$ cat src/adc_result_map.svh
// register offsets, field positions and reset values for the converter
// result and interrupt-mask block; included by the block and its bench
`ifndef ADC_RESULT_MAP_SVH
`define ADC_RESULT_MAP_SVH

// byte offsets on the peripheral bus
`define OFS_STATUS 8'h1C
`define OFS_LAST 8'h20
`define OFS_IEN_SET 8'h24
`define OFS_IEN_CLR 8'h28
`define OFS_IEN_STATE 8'h2C
`define OFS_CH_RESULT0 8'h30

// shared layout of status, enable, disable and mask words
`define SRC_W 20
`define BIT_DONE_LO 0
`define BIT_OVR_LO 8
`define BIT_AVAIL 16
`define BIT_GOVR 17
`define BIT_RX_END 18
`define BIT_RX_FULL 19

// status bits that a status read (or a write of one) clears
`define STATUS_CLR_MASK 20'h2FF00

// reset values
`define RST_MASK 20'h00000
`define RST_RESULT 10'h000
`define RST_RDATA 32'h00000000

`endif

$ cat src/adc_result_pkg.sv
// types shared by the result block and its bench
// assumes the offsets and field positions come from adc_result_map.svh
package adc_result_pkg;

    // one completed conversion from the converter core
    typedef struct packed {
        logic valid;
        logic [2:0] channel;
        logic [9:0] data;
    } conv_event_t;

    // interrupt source vector, status / mask layout
    typedef logic [19:0] src_vec_t;

    // apb answer carried as one bundle
    typedef struct packed {
        logic ready;
        logic slverr;
        logic [31:0] rdata;
    } apb_resp_t;

endpackage

$ cat src/adc_result_regs.sv
// converter result registers, status flags and interrupt mask on apb
// assumes a converter core that pulses one completed conversion per cycle
// at most, and a receive dma that reports its two buffer levels
//
// The register addresses and the APB register port were left to the implementer.
`timescale 1ns/1ps
`include "adc_result_map.svh"

////////////////////////////////////////////////////////////////////////////
//
// Behaviour
// - last result held until next completion
// - channel result written only when channel enabled
// - enable-set write of one sets mask bit
// - enable-clear write of one clears mask bit
// - mask readable, ones for enabled sources
// - one shared twenty-bit source layout
// - result available set on completion, cleared by read
// - channel overrun sticky until status read
// - channel done only while enabled and finished
module adc_result_regs
    import adc_result_pkg::*;
#(
    parameter int NUM_CH = 8,
    parameter int RES_W = 10
) (
    // clock and reset
    input wire logic pclk,
    input wire logic presetn,
    // apb slave
    input wire logic psel,
    input wire logic penable,
    input wire logic pwrite,
    input wire logic [7:0] paddr,
    input wire logic [31:0] pwdata,
    output logic [31:0] prdata,
    output logic pready,
    output logic pslverr,
    // converter core and receive dma
    input wire conv_event_t conv_done,
    input wire logic [7:0] channel_enabled,
    input wire logic receive_count_reached_zero,
    input wire logic receive_buffers_exhausted,
    // interrupt
    output logic irq
);

    // layout is fixed at eight channels of ten bits
    if (NUM_CH != 8 || RES_W != 10) begin : g_bad_param
        $error("adc_result_regs serves only NUM_CH=8 and RES_W=10");
    end

    ////////////////////////////////////////////////////////////////////////
    // state

    apb_resp_t resp_r, resp_nxt;
    src_vec_t snap_r, snap_nxt;
    src_vec_t mask_r, mask_nxt;
    logic [RES_W-1:0] last_result_value_r, last_result_value_nxt;
    logic [NUM_CH-1:0][RES_W-1:0] ch_result_r, ch_result_nxt;
    logic [NUM_CH-1:0] channel_conversion_done_r, channel_conversion_done_nxt;
    logic [NUM_CH-1:0] channel_overrun_r, channel_overrun_nxt;
    logic result_available_r, result_available_nxt;
    logic any_channel_overrun_r, any_channel_overrun_nxt;
    logic rx_end_r, rx_full_r;
    logic irq_r, irq_nxt;
    src_vec_t status;
    src_vec_t status_nxt;
    src_vec_t clr_vec;
    logic setup, wr_done, rd_done, ev, ev_en;

    // byte address of a channel result register
    function automatic logic is_ch_result(input logic [7:0] a);
        logic [7:0] top;
        top = 8'(`OFS_CH_RESULT0 + 4 * (NUM_CH - 1));
        return (a >= `OFS_CH_RESULT0) && (a <= top) && (a[1:0] == 2'h0);
    endfunction

    // status word in the shared source layout
    function automatic src_vec_t pack_status(input logic [7:0] done,
            input logic [7:0] ovr, input logic avail, input logic govr,
            input logic rx_end, input logic rx_full);
        return {rx_full, rx_end, govr, avail, ovr, done};
    endfunction

    assign setup = psel & ~penable;
    assign wr_done = psel & penable & resp_r.ready & pwrite;
    assign rd_done = psel & penable & resp_r.ready & ~pwrite;
    assign ev = conv_done.valid;
    assign ev_en = ev & channel_enabled[conv_done.channel];
    assign status = pack_status(channel_conversion_done_r, channel_overrun_r,
        result_available_r, any_channel_overrun_r, rx_end_r, rx_full_r);

    ////////////////////////////////////////////////////////////////////////
    // bus answer: data is captured in setup, so access ends with no wait

    // snapshot records which flags the reader saw; only those get cleared,
    // so an event landing between setup and access is never lost
    always_comb begin
        logic [2:0] idx;
        idx = 3'((paddr - `OFS_CH_RESULT0) >> 2);
        resp_nxt = '{ready: setup, slverr: 1'b0, rdata: `RST_RDATA};
        snap_nxt = snap_r;
        if (setup) begin
            snap_nxt = '0;
            unique case (paddr)
                `OFS_STATUS: begin
                    resp_nxt.rdata = 32'(status);
                    snap_nxt = status & `STATUS_CLR_MASK;
                end
                `OFS_LAST: begin
                    resp_nxt.rdata = 32'(last_result_value_r);
                    snap_nxt[`BIT_AVAIL] = result_available_r;
                end
                `OFS_IEN_STATE: resp_nxt.rdata = 32'(mask_r);
                `OFS_IEN_SET, `OFS_IEN_CLR: resp_nxt.rdata = `RST_RDATA;
                default: begin
                    if (is_ch_result(paddr)) begin
                        resp_nxt.rdata = 32'(ch_result_r[idx]);
                        snap_nxt[idx] = channel_conversion_done_r[idx];
                    end else begin
                        resp_nxt.slverr = 1'b1; // unmapped address
                    end
                end
            endcase
        end
    end

    always_ff @(posedge pclk or negedge presetn) begin
        if (!presetn) begin
            resp_r <= '{ready: 1'b0, slverr: 1'b0, rdata: `RST_RDATA};
            snap_r <= '0;
        end else begin
            resp_r <= resp_nxt;
            snap_r <= snap_nxt;
        end
    end

    assign prdata = resp_r.rdata;
    assign pready = resp_r.ready;
    assign pslverr = resp_r.slverr;

    ////////////////////////////////////////////////////////////////////////
    // interrupt mask: set and clear words only, never written directly

    always_comb begin
        mask_nxt = mask_r;
        if (wr_done && paddr == `OFS_IEN_SET) begin
            mask_nxt = mask_r | pwdata[`SRC_W-1:0];
        end
        if (wr_done && paddr == `OFS_IEN_CLR) begin
            mask_nxt = mask_r & ~pwdata[`SRC_W-1:0];
        end
    end

    always_ff @(posedge pclk or negedge presetn) begin
        if (!presetn) begin
            mask_r <= `RST_MASK;
        end else begin
            mask_r <= mask_nxt;
        end
    end

    ////////////////////////////////////////////////////////////////////////
    // results: last one always, per channel only when enabled

    always_comb begin
        last_result_value_nxt = last_result_value_r;
        ch_result_nxt = ch_result_r;
        if (ev) begin
            last_result_value_nxt = conv_done.data;
        end
        if (ev_en) begin
            ch_result_nxt[conv_done.channel] = conv_done.data;
        end
    end

    always_ff @(posedge pclk or negedge presetn) begin
        if (!presetn) begin
            last_result_value_r <= `RST_RESULT;
            ch_result_r <= '0;
        end else begin
            last_result_value_r <= last_result_value_nxt;
            ch_result_r <= ch_result_nxt;
        end
    end

    ////////////////////////////////////////////////////////////////////////
    // status flags: set wins over clear everywhere

    // clears come from completed reads plus a write of one to status
    always_comb begin
        clr_vec = rd_done ? snap_r : '0;
        if (wr_done && paddr == `OFS_STATUS) begin
            clr_vec = clr_vec | (pwdata[`SRC_W-1:0] & `STATUS_CLR_MASK);
        end
    end

    // overrun means a new result lands on one nobody has read yet
    always_comb begin
        logic [NUM_CH-1:0] set_done;
        set_done = '0;
        if (ev_en) begin
            set_done[conv_done.channel] = 1'b1;
        end
        channel_conversion_done_nxt = ((channel_conversion_done_r
            & ~clr_vec[`BIT_DONE_LO +: NUM_CH]) | set_done)
            & channel_enabled;
        channel_overrun_nxt = (channel_overrun_r
            & ~clr_vec[`BIT_OVR_LO +: NUM_CH])
            | (set_done & channel_conversion_done_r);
        result_available_nxt = (result_available_r & ~clr_vec[`BIT_AVAIL])
            | ev;
        any_channel_overrun_nxt = (any_channel_overrun_r
            & ~clr_vec[`BIT_GOVR]) | (ev & result_available_r);
    end

    always_ff @(posedge pclk or negedge presetn) begin
        if (!presetn) begin
            channel_conversion_done_r <= '0;
            channel_overrun_r <= '0;
            result_available_r <= 1'b0;
            any_channel_overrun_r <= 1'b0;
            rx_end_r <= 1'b0;
            rx_full_r <= 1'b0;
        end else begin
            channel_conversion_done_r <= channel_conversion_done_nxt;
            channel_overrun_r <= channel_overrun_nxt;
            result_available_r <= result_available_nxt;
            any_channel_overrun_r <= any_channel_overrun_nxt;
            rx_end_r <= receive_count_reached_zero; // dma levels, not sticky
            rx_full_r <= receive_buffers_exhausted;
        end
    end

    ////////////////////////////////////////////////////////////////////////
    // interrupt: built from next values so it tracks flags with no lag

    always_comb begin
        status_nxt = pack_status(channel_conversion_done_nxt,
            channel_overrun_nxt, result_available_nxt,
            any_channel_overrun_nxt, receive_count_reached_zero,
            receive_buffers_exhausted);
        irq_nxt = |(status_nxt & mask_nxt);
    end

    always_ff @(posedge pclk or negedge presetn) begin
        if (!presetn) begin
            irq_r <= 1'b0;
        end else begin
            irq_r <= irq_nxt;
        end
    end

    assign irq = irq_r;

    ////////////////////////////////////////////////////////////////////////
    // checks

    last_hold_a: assert property (@(posedge pclk) disable iff (!presetn)
        ev |=> last_result_value_r == $past(conv_done.data))
        else $error("last result not loaded on completion");

    disabled_keep_a: assert property (@(posedge pclk) disable iff (!presetn)
        ev && !ev_en |=> $stable(ch_result_r))
        else $error("channel result changed for disabled channel");

    mask_set_a: assert property (@(posedge pclk) disable iff (!presetn)
        wr_done && paddr == `OFS_IEN_SET |=>
        mask_r == ($past(mask_r) | $past(pwdata[`SRC_W-1:0])))
        else $error("enable-set write did not set mask bits");

    mask_clr_a: assert property (@(posedge pclk) disable iff (!presetn)
        wr_done && paddr == `OFS_IEN_CLR |=>
        (mask_r & $past(pwdata[`SRC_W-1:0])) == '0
        && mask_r == ($past(mask_r) & ~$past(pwdata[`SRC_W-1:0])))
        else $error("enable-clear write did not clear mask bits");

    mask_read_a: assert property (@(posedge pclk) disable iff (!presetn)
        setup && paddr == `OFS_IEN_STATE |=>
        prdata == 32'($past(mask_r)) ##1 $stable(mask_r))
        else $error("mask read returned wrong value");

    status_layout_a: assert property (@(posedge pclk) disable iff (!presetn)
        setup && paddr == `OFS_STATUS |=>
        prdata[`BIT_AVAIL] == $past(result_available_r)
        && prdata[`BIT_GOVR] == $past(any_channel_overrun_r)
        && prdata[`BIT_OVR_LO +: 8] == $past(channel_overrun_r)
        && prdata[`BIT_DONE_LO +: 8] == $past(channel_conversion_done_r)
        && prdata[31:`SRC_W] == '0)
        else $error("status word fields misplaced");

    avail_flag_a: assert property (@(posedge pclk) disable iff (!presetn)
        ev |=> result_available_r)
        else $error("result available not set on completion");

    avail_clr_a: assert property (@(posedge pclk) disable iff (!presetn)
        rd_done && paddr == `OFS_LAST && snap_r[`BIT_AVAIL] && !ev
        |=> !result_available_r)
        else $error("result available not cleared by last-result read");

    ovr_clr_a: assert property (@(posedge pclk) disable iff (!presetn)
        rd_done && paddr == `OFS_STATUS && !ev |=>
        (channel_overrun_r & $past(snap_r[`BIT_OVR_LO +: 8])) == '0)
        else $error("channel overrun survived status read");

    done_enabled_a: assert property (@(posedge pclk) disable iff (!presetn)
        ##1 (channel_conversion_done_r & ~$past(channel_enabled)) == '0)
        else $error("done flag set on disabled channel");

    irq_level_a: assert property (@(posedge pclk) disable iff (!presetn)
        irq == |(status & mask_r))
        else $error("interrupt not equal to masked status");

    // per-channel result load, the counterpart of disabled_keep_a
    ch_write_a: assert property (@(posedge pclk) disable iff (!presetn)
        ev_en |=> ch_result_r[$past(conv_done.channel)] == $past(conv_done.data))
        else $error("enabled channel result not written");

    // a direct write to the mask word must not leak into the mask
    mask_ro_a: assert property (@(posedge pclk) disable iff (!presetn)
        wr_done && paddr == `OFS_IEN_STATE |=> $stable(mask_r))
        else $error("mask state changed by direct write");

    ovr_set_a: assert property (@(posedge pclk) disable iff (!presetn)
        ev_en && channel_conversion_done_r[conv_done.channel]
        |=> channel_overrun_r[$past(conv_done.channel)])
        else $error("overrun not flagged on unread channel result");

    govr_set_a: assert property (@(posedge pclk) disable iff (!presetn)
        ev && result_available_r |=> any_channel_overrun_r)
        else $error("general overrun not flagged");

    // only flags seen at setup are cleared, so a racing set may survive
    done_clr_a: assert property (@(posedge pclk) disable iff (!presetn)
        rd_done && is_ch_result(paddr) && !ev |=>
        (channel_conversion_done_r & $past(snap_r[`BIT_DONE_LO +: 8])) == '0)
        else $error("done flag survived channel result read");

    conv_seen_c: cover property (@(posedge pclk) disable iff (!presetn)
        ev_en ##1 rd_done && paddr == `OFS_LAST);
    overrun_seen_c: cover property (@(posedge pclk) disable iff (!presetn)
        ev_en ##[1:20] ev_en && channel_overrun_nxt != '0);
    irq_rise_c: cover property (@(posedge pclk) disable iff (!presetn)
        !irq ##1 irq);
    status_read_c: cover property (@(posedge pclk) disable iff (!presetn)
        rd_done && paddr == `OFS_STATUS && snap_r != '0);

endmodule

$ cat config.mk
export PLATFORM = sky130hd
export DESIGN_NAME = adc_result_regs
export DESIGN_NICKNAME = d
export VERILOG_FILES = /design/src/adc_result_pkg.sv /design/src/adc_result_regs.sv
export VERILOG_INCLUDE_DIRS = /design/src
export SDC_FILE = /design/constraint.sdc
export NUM_CORES = 1
export LEC_CHECK = 0
export ABC_AREA = 1
export ABC_CLOCK_PERIOD_IN_PS = 2400
export BUFFER_PORTS_ARGS = -buffer_cell sky130_fd_sc_hd__buf_2
export CAP_MARGIN = 15
export CORE_ASPECT_RATIO = 0.6
export CORE_MARGIN = 8
export CORE_UTILIZATION = 60
export CTS_BUF_LIST = sky130_fd_sc_hd__clkbuf_16
export DETAILED_ROUTE_END_ITERATION = 8
export GPL_TIMING_DRIVEN = 0
export PLACE_DENSITY_LB_ADDON = 0.25
export SLEW_MARGIN = 25
export SYNTH_ARGS = -nofsm -noshare
export SYNTH_HDL_FRONTEND = slang
export SYNTH_SLANG_ARGS = --single-unit
$ cat constraint.sdc
create_clock -name pclk -period 2.4 [get_ports pclk]
set_input_delay 0.48 -clock pclk [delete_from_list [all_inputs] [get_ports pclk]]
set_output_delay 0.48 -clock pclk [all_outputs]
set_load 0.01 [all_outputs]
After elaboration in Yosys (flattened, before gate mapping)
Index checks and enable logic that the tools add are counted.
- $add $sub $neg: 1
- reduce and logical (&&, ||, !) cells: 13
- multiplexer cells: 27
- bitwise operators: 29
- magnitude comparators: 7
- equality and inequality tests: 5
- operators by type and width (cell ; count):
    $pmux W32 S4 ; 1
    $bwmux W80 ; 1
    $mux W18 ; 3
    $and A20 B20 Y20 ; 2
    $mux W20 ; 2
    $mux W33 ; 1
    $and A8 B8 Y8 ; 4
    $eq A8 B6 Y1 const B ; 4
    $pmux W16 S2 ; 1
    $bmux W10 S3 ; 1
    $demux W10 S3 ; 1
    $mux W10 ; 3
    $not A20 Y20 ; 1
    $or A20 B20 Y20 ; 1
    $reduce_or A20 Y1 ; 1
    $and A18 B8 Y18 ; 1
    $or A18 B18 Y18 ; 1
    $not A8 Y8 ; 2
    $or A8 B8 Y8 ; 2
    $and A1 B1 Y1 ; 9
    $eq A8 B5 Y1 const B ; 1
    $ge A8 B6 Y1 const B ; 1
    $le A8 B7 Y1 const B ; 1
    $lt A3 B4 Y1 const B ; 2
    other kinds (15) ; 35
- input bits: 69
- word-level logic and storage cells: 103
- bits in registers: 183

Logic depth before layout (Yosys ltp)
- depth after elaboration: 12
- gate-level depth with buffers: 17
- mapped depth without buffers: 15

Least setup slack after synthesis
Ideal clock, no wire load.
- path kind: input to register
- start point: input paddr[4]
- end point: register irq_r (netlist: irq)
- buffers on the path: 2
- data required time: 2.281 ns
- slack: 0.623 ns
- arrival time: 1.658 ns
- setup time: 0.119 ns
- cell stages on the path: 14
- path through: buf_6 -> nor2_1 -> nand2_1 -> nor2_4 -> nand3_2 -> buf_2 -> o21ai_1 -> inv_1 -> nand2_1 -> nand2_1 -> nor2_1 -> nand2_1 -> nor2_1 -> nand2_1
- RTL lines (item ; RTL line ; text):
    start: declaration ; adc_result_regs.sv:34 ; input wire logic [7:0] paddr,
    $eq A8 B6 Y1 ; n/a ;
    $logic_and A1 B1 Y1 (no line) ; n/a ;
    $mux W20 ; adc_result_regs.sv:148 ; if (wr_done && paddr == `OFS_IEN_SET) begin
    $mux W20 (*) ; adc_result_regs.sv:151 ; if (wr_done && paddr == `OFS_IEN_CLR) begin
    net mask_nxt[14] ; adc_result_regs.sv:58 ; src_vec_t mask_r, mask_nxt;
    $and A20 B20 Y20 (*) ; adc_result_regs.sv:244 ; irq_nxt = |(status_nxt & mask_nxt);
    $reduce_or A20 Y1 (*) ; adc_result_regs.sv:244 ;
    net irq_nxt ; adc_result_regs.sv:66 ; logic irq_r, irq_nxt;
    end signal: assignment ; adc_result_regs.sv:251 ; irq_r <= irq_nxt;
    end: declaration ; adc_result_regs.sv:66 ;
The timed path passes the listed nets; every way through them passes the cells marked *.
A chain may end at the register's enable or synchronous reset.

==> run_results.csv <==
group,metric,value,unit
status,outcome,"finished clean",
die,io_pins,104,
hold_path,hp-class,"input port to async pin",
sta,rsz0062_at_grt,"no",
logic_synthesis,synth_edf_count,0,
placement,place_area,8580,sq um
logic_synthesis,syn_inst,951,
worst_setup_path,critPathMaxFanout,7,
sta,setup_viol,0,
clocking,worstSkewPairLatency,0.43,ns
logic_synthesis,yosys_warnings,0,
global_routing,grtUsageTotal,0.284,
sta,relSlewSlack,0.531,
die,initial_core_util,0.616,
clocking,cts-root-buf,"clkbuf_16",
route,postRouteAntennaNets,0,
finish,nets,1130,
clocking,cts_tree,"built",
placement,port_buffers,76,
route,num_vias,7410,
sta,fin_skew,0.00853,ns
global_routing,grt_pass1_vias,7096,
finish,final_area,9210,sq um
worst_setup_path,crit_required,2.76,ns
flow_run,drv_cap,0,
placement,dp_slack,-0.0622,ns
clocking,numCtsBuffers,17,
placement,dpl.hpwl,17500,microns
global_routing,grt_overflow,0,
sta,finalWorstSetupSlack,0.148,ns
clocking,htreeDepth,4,
die,num_rows,32,
route,dr.first_iter.drc_count,967,
die,core,12900,sq um
sta,fmaxAchievable,444,MHz
global_routing,grt_max_degree,96,
sta,worstMarginPinSlew,0.703,ns
clocking,cts.hold.buffers_added,0,
logic_synthesis,synth_ff_type,"dfrtp_1",
power,powerDensity,774,nW/um^2
finish,postLayoutCoreUtil,0.716,
die,die_h,105,microns
clocking,clk_pin_slew_worst_paths,0.07,ns
route,drt-pass1-iter-count,6,
logic_synthesis,synth_area_leaders,"dfrtp_1 54%, nand2_1 12%, o21ai_0 8.7%",
worst_setup_path,cp_data_arrival_time,2.61,ns
sta,final.period_utilization,0.938,
logic_synthesis,syn_avg_cell_area,8.32,sq um
global_routing,antenna_found_initial,0,
power,peakVddDrop,0.481,mV
route,wl,24200,microns
logic_synthesis,ys_ff_latch,171,
logic_synthesis,netlist_top_cells_count,"250 x nand2_1, 171 x dfrtp_1, 138 x o21ai_0",
worst_setup_path,startpoint_type,"input port",
route,via_per_inst,5.96,
sta,final_hold_viol_count,0,
logic_synthesis,ys_types,34,
worst_setup_path,criticalPathCategory,"input port to flip-flop",
finish,n_antenna_cell,0,
logic_synthesis,async_flop_share,1.00,
logic_synthesis,synth.most_common_cell,"nand2_1",
sta,hold-worst-slack,0.0131,ns
die,dieArea,17200,sq um
finish,final_layout_size_suffix_gt1_frac,0.138,
clocking,clock_path_buffers,2,
clocking,cts_sinks,171,
placement,gp_congestion,0.950,
route,routedWlPerCell,19.5,microns
logic_synthesis,synth-seq-area-share,0.541,
power,p_leak,4.68,nW
worst_setup_path,critPathCaptureType,"flip-flop",
route,route.detailed.drc,0,
global_routing,grt_pass1_wl,38000,microns
logic_synthesis,syn_area,7910,sq um
die,dieWidth,164,microns
logic_synthesis,synth.largest_area_cell,"dfrtp_1",
sta,layout_min_cycle_time,2.25,ns
sta,slew_viol_final,0,
power,total_power,7.13,mW
finish,syn2layout_area_growth,16.4,%
logic_synthesis,netlist.area_leader.share,0.541,
## worst max-delay path, stage by stage
cell and delay (ns):
buf_2 0.12, inv_1 0.06, nor2_1 0.08, nand2_1 0.10, nor2_4 0.22, inv_1 0.10
nor2_1 0.46, inv_1 0.29, o221ai_1 0.43, o211ai_1 0.18, inv_1 0.09
## cells by family (layout without fill, tap and decap cells)
logic type	after synthesis	in the layout	synth area share
AND/OR/NAND/NOR	356	356	0.187
AO/OA/AOI/OAI	251	251	0.180
buffers and inverters	172	283	0.0920
flip-flops	171	171	0.541
other	1	12	0.000474
## timing repair
item                       CTS  global route
gates resized for setup      0             1
setup endpoints to repair    0             1
buffers inserted             0             3
## final timing paths
kind,to,cells after the start,slack [ns],from
max,prdata[0]$_DFF_PN0_,11,0.15,paddr[5]
min,ch_result_r[14]$_DFFE_PN0N_,1,0.01,presetn
max reg2reg,irq$_DFF_PN0_,12,0.19,pready$_DFF_PN0_
min reg2reg,ch_result_r[31]$_DFFE_PN0N_,2,0.49,ch_result_r[31]$_DFFE_PN0N_
max in group asynchronous,ch_result_r[22]$_DFFE_PN0N_,2,1.49,presetn
min in group pclk,rx_full_r$_DFF_PN0_,1,0.17,receive_buffers_exhausted
## area by class of cell
cell class,instances,area [sq um]
Buffer,56,288
Clock buffer,17,425
Clock inverter,14,168
Fill cell,1011,3640
Inverter,116,440
Multi-Input combinational cell,619,2950
Sequential cell,171,4280
Tap cell,170,213
Timing Repair Buffer,80,440
## placed cells by master (no fill, tap or decap), types with 8 or more instances in the layout
cell type	Yosys	final
nand2_1	250	250
dfrtp_1	171	171
o21ai_0	138	138
inv_1	109	109
buf_2	5	80
nand3_1	50	50
o22ai_1	48	48
clkbuf_1	33	33
nor2_1	30	30
a21oi_1	22	22
clkbuf_16	0	17
buf_4	13	16
o21bai_1	15	15
conb_1	1	12
nand4_1	10	10
o2111ai_1	9	9
o21ai_1	8	8
## registers in the layout (all words and copies together) (netlist names), 8 cells and up
| signal | flops |
|---|---|
| channel_overrun_r | 8 |
| last_result_value_r | 10 |
| prdata | 20 |
| ch_result_r | 80 |
| snap_r | 18 |
| mask_r | 20 |
| channel_conversion_done_r | 8 |
## where the power goes
group	internal, mW	switching (mW)	total (mW)
clock	1.64	1.18	2.82
sequential	3.26	0.221	3.48
combinational	0.315	0.514	0.829
## per-stage QoR
| step | TNS, ns | instances |
|---|---|---|
| 2_1_floorplan | 0 | 962 |
| 3_3_place_gp | -298.37 | 1208 |
| 3_5_place_dp | -0.0823 | 1209 |
| 4_1_cts | 0 | 1240 |
| 5_1_grt | 0 | 1243 |
| 6_report | 0 | 1243 |
## layer usage
layer,share of wire,up-vias,GRT usage
li1,-,3338,-
met1,0.43,3508,0.429
met2,0.40,519,0.377
met3,0.15,45,0.100
met4,0.018,0,0.0724
met5,0,-,0
Note: power is estimated with default switching activity, not from simulation.
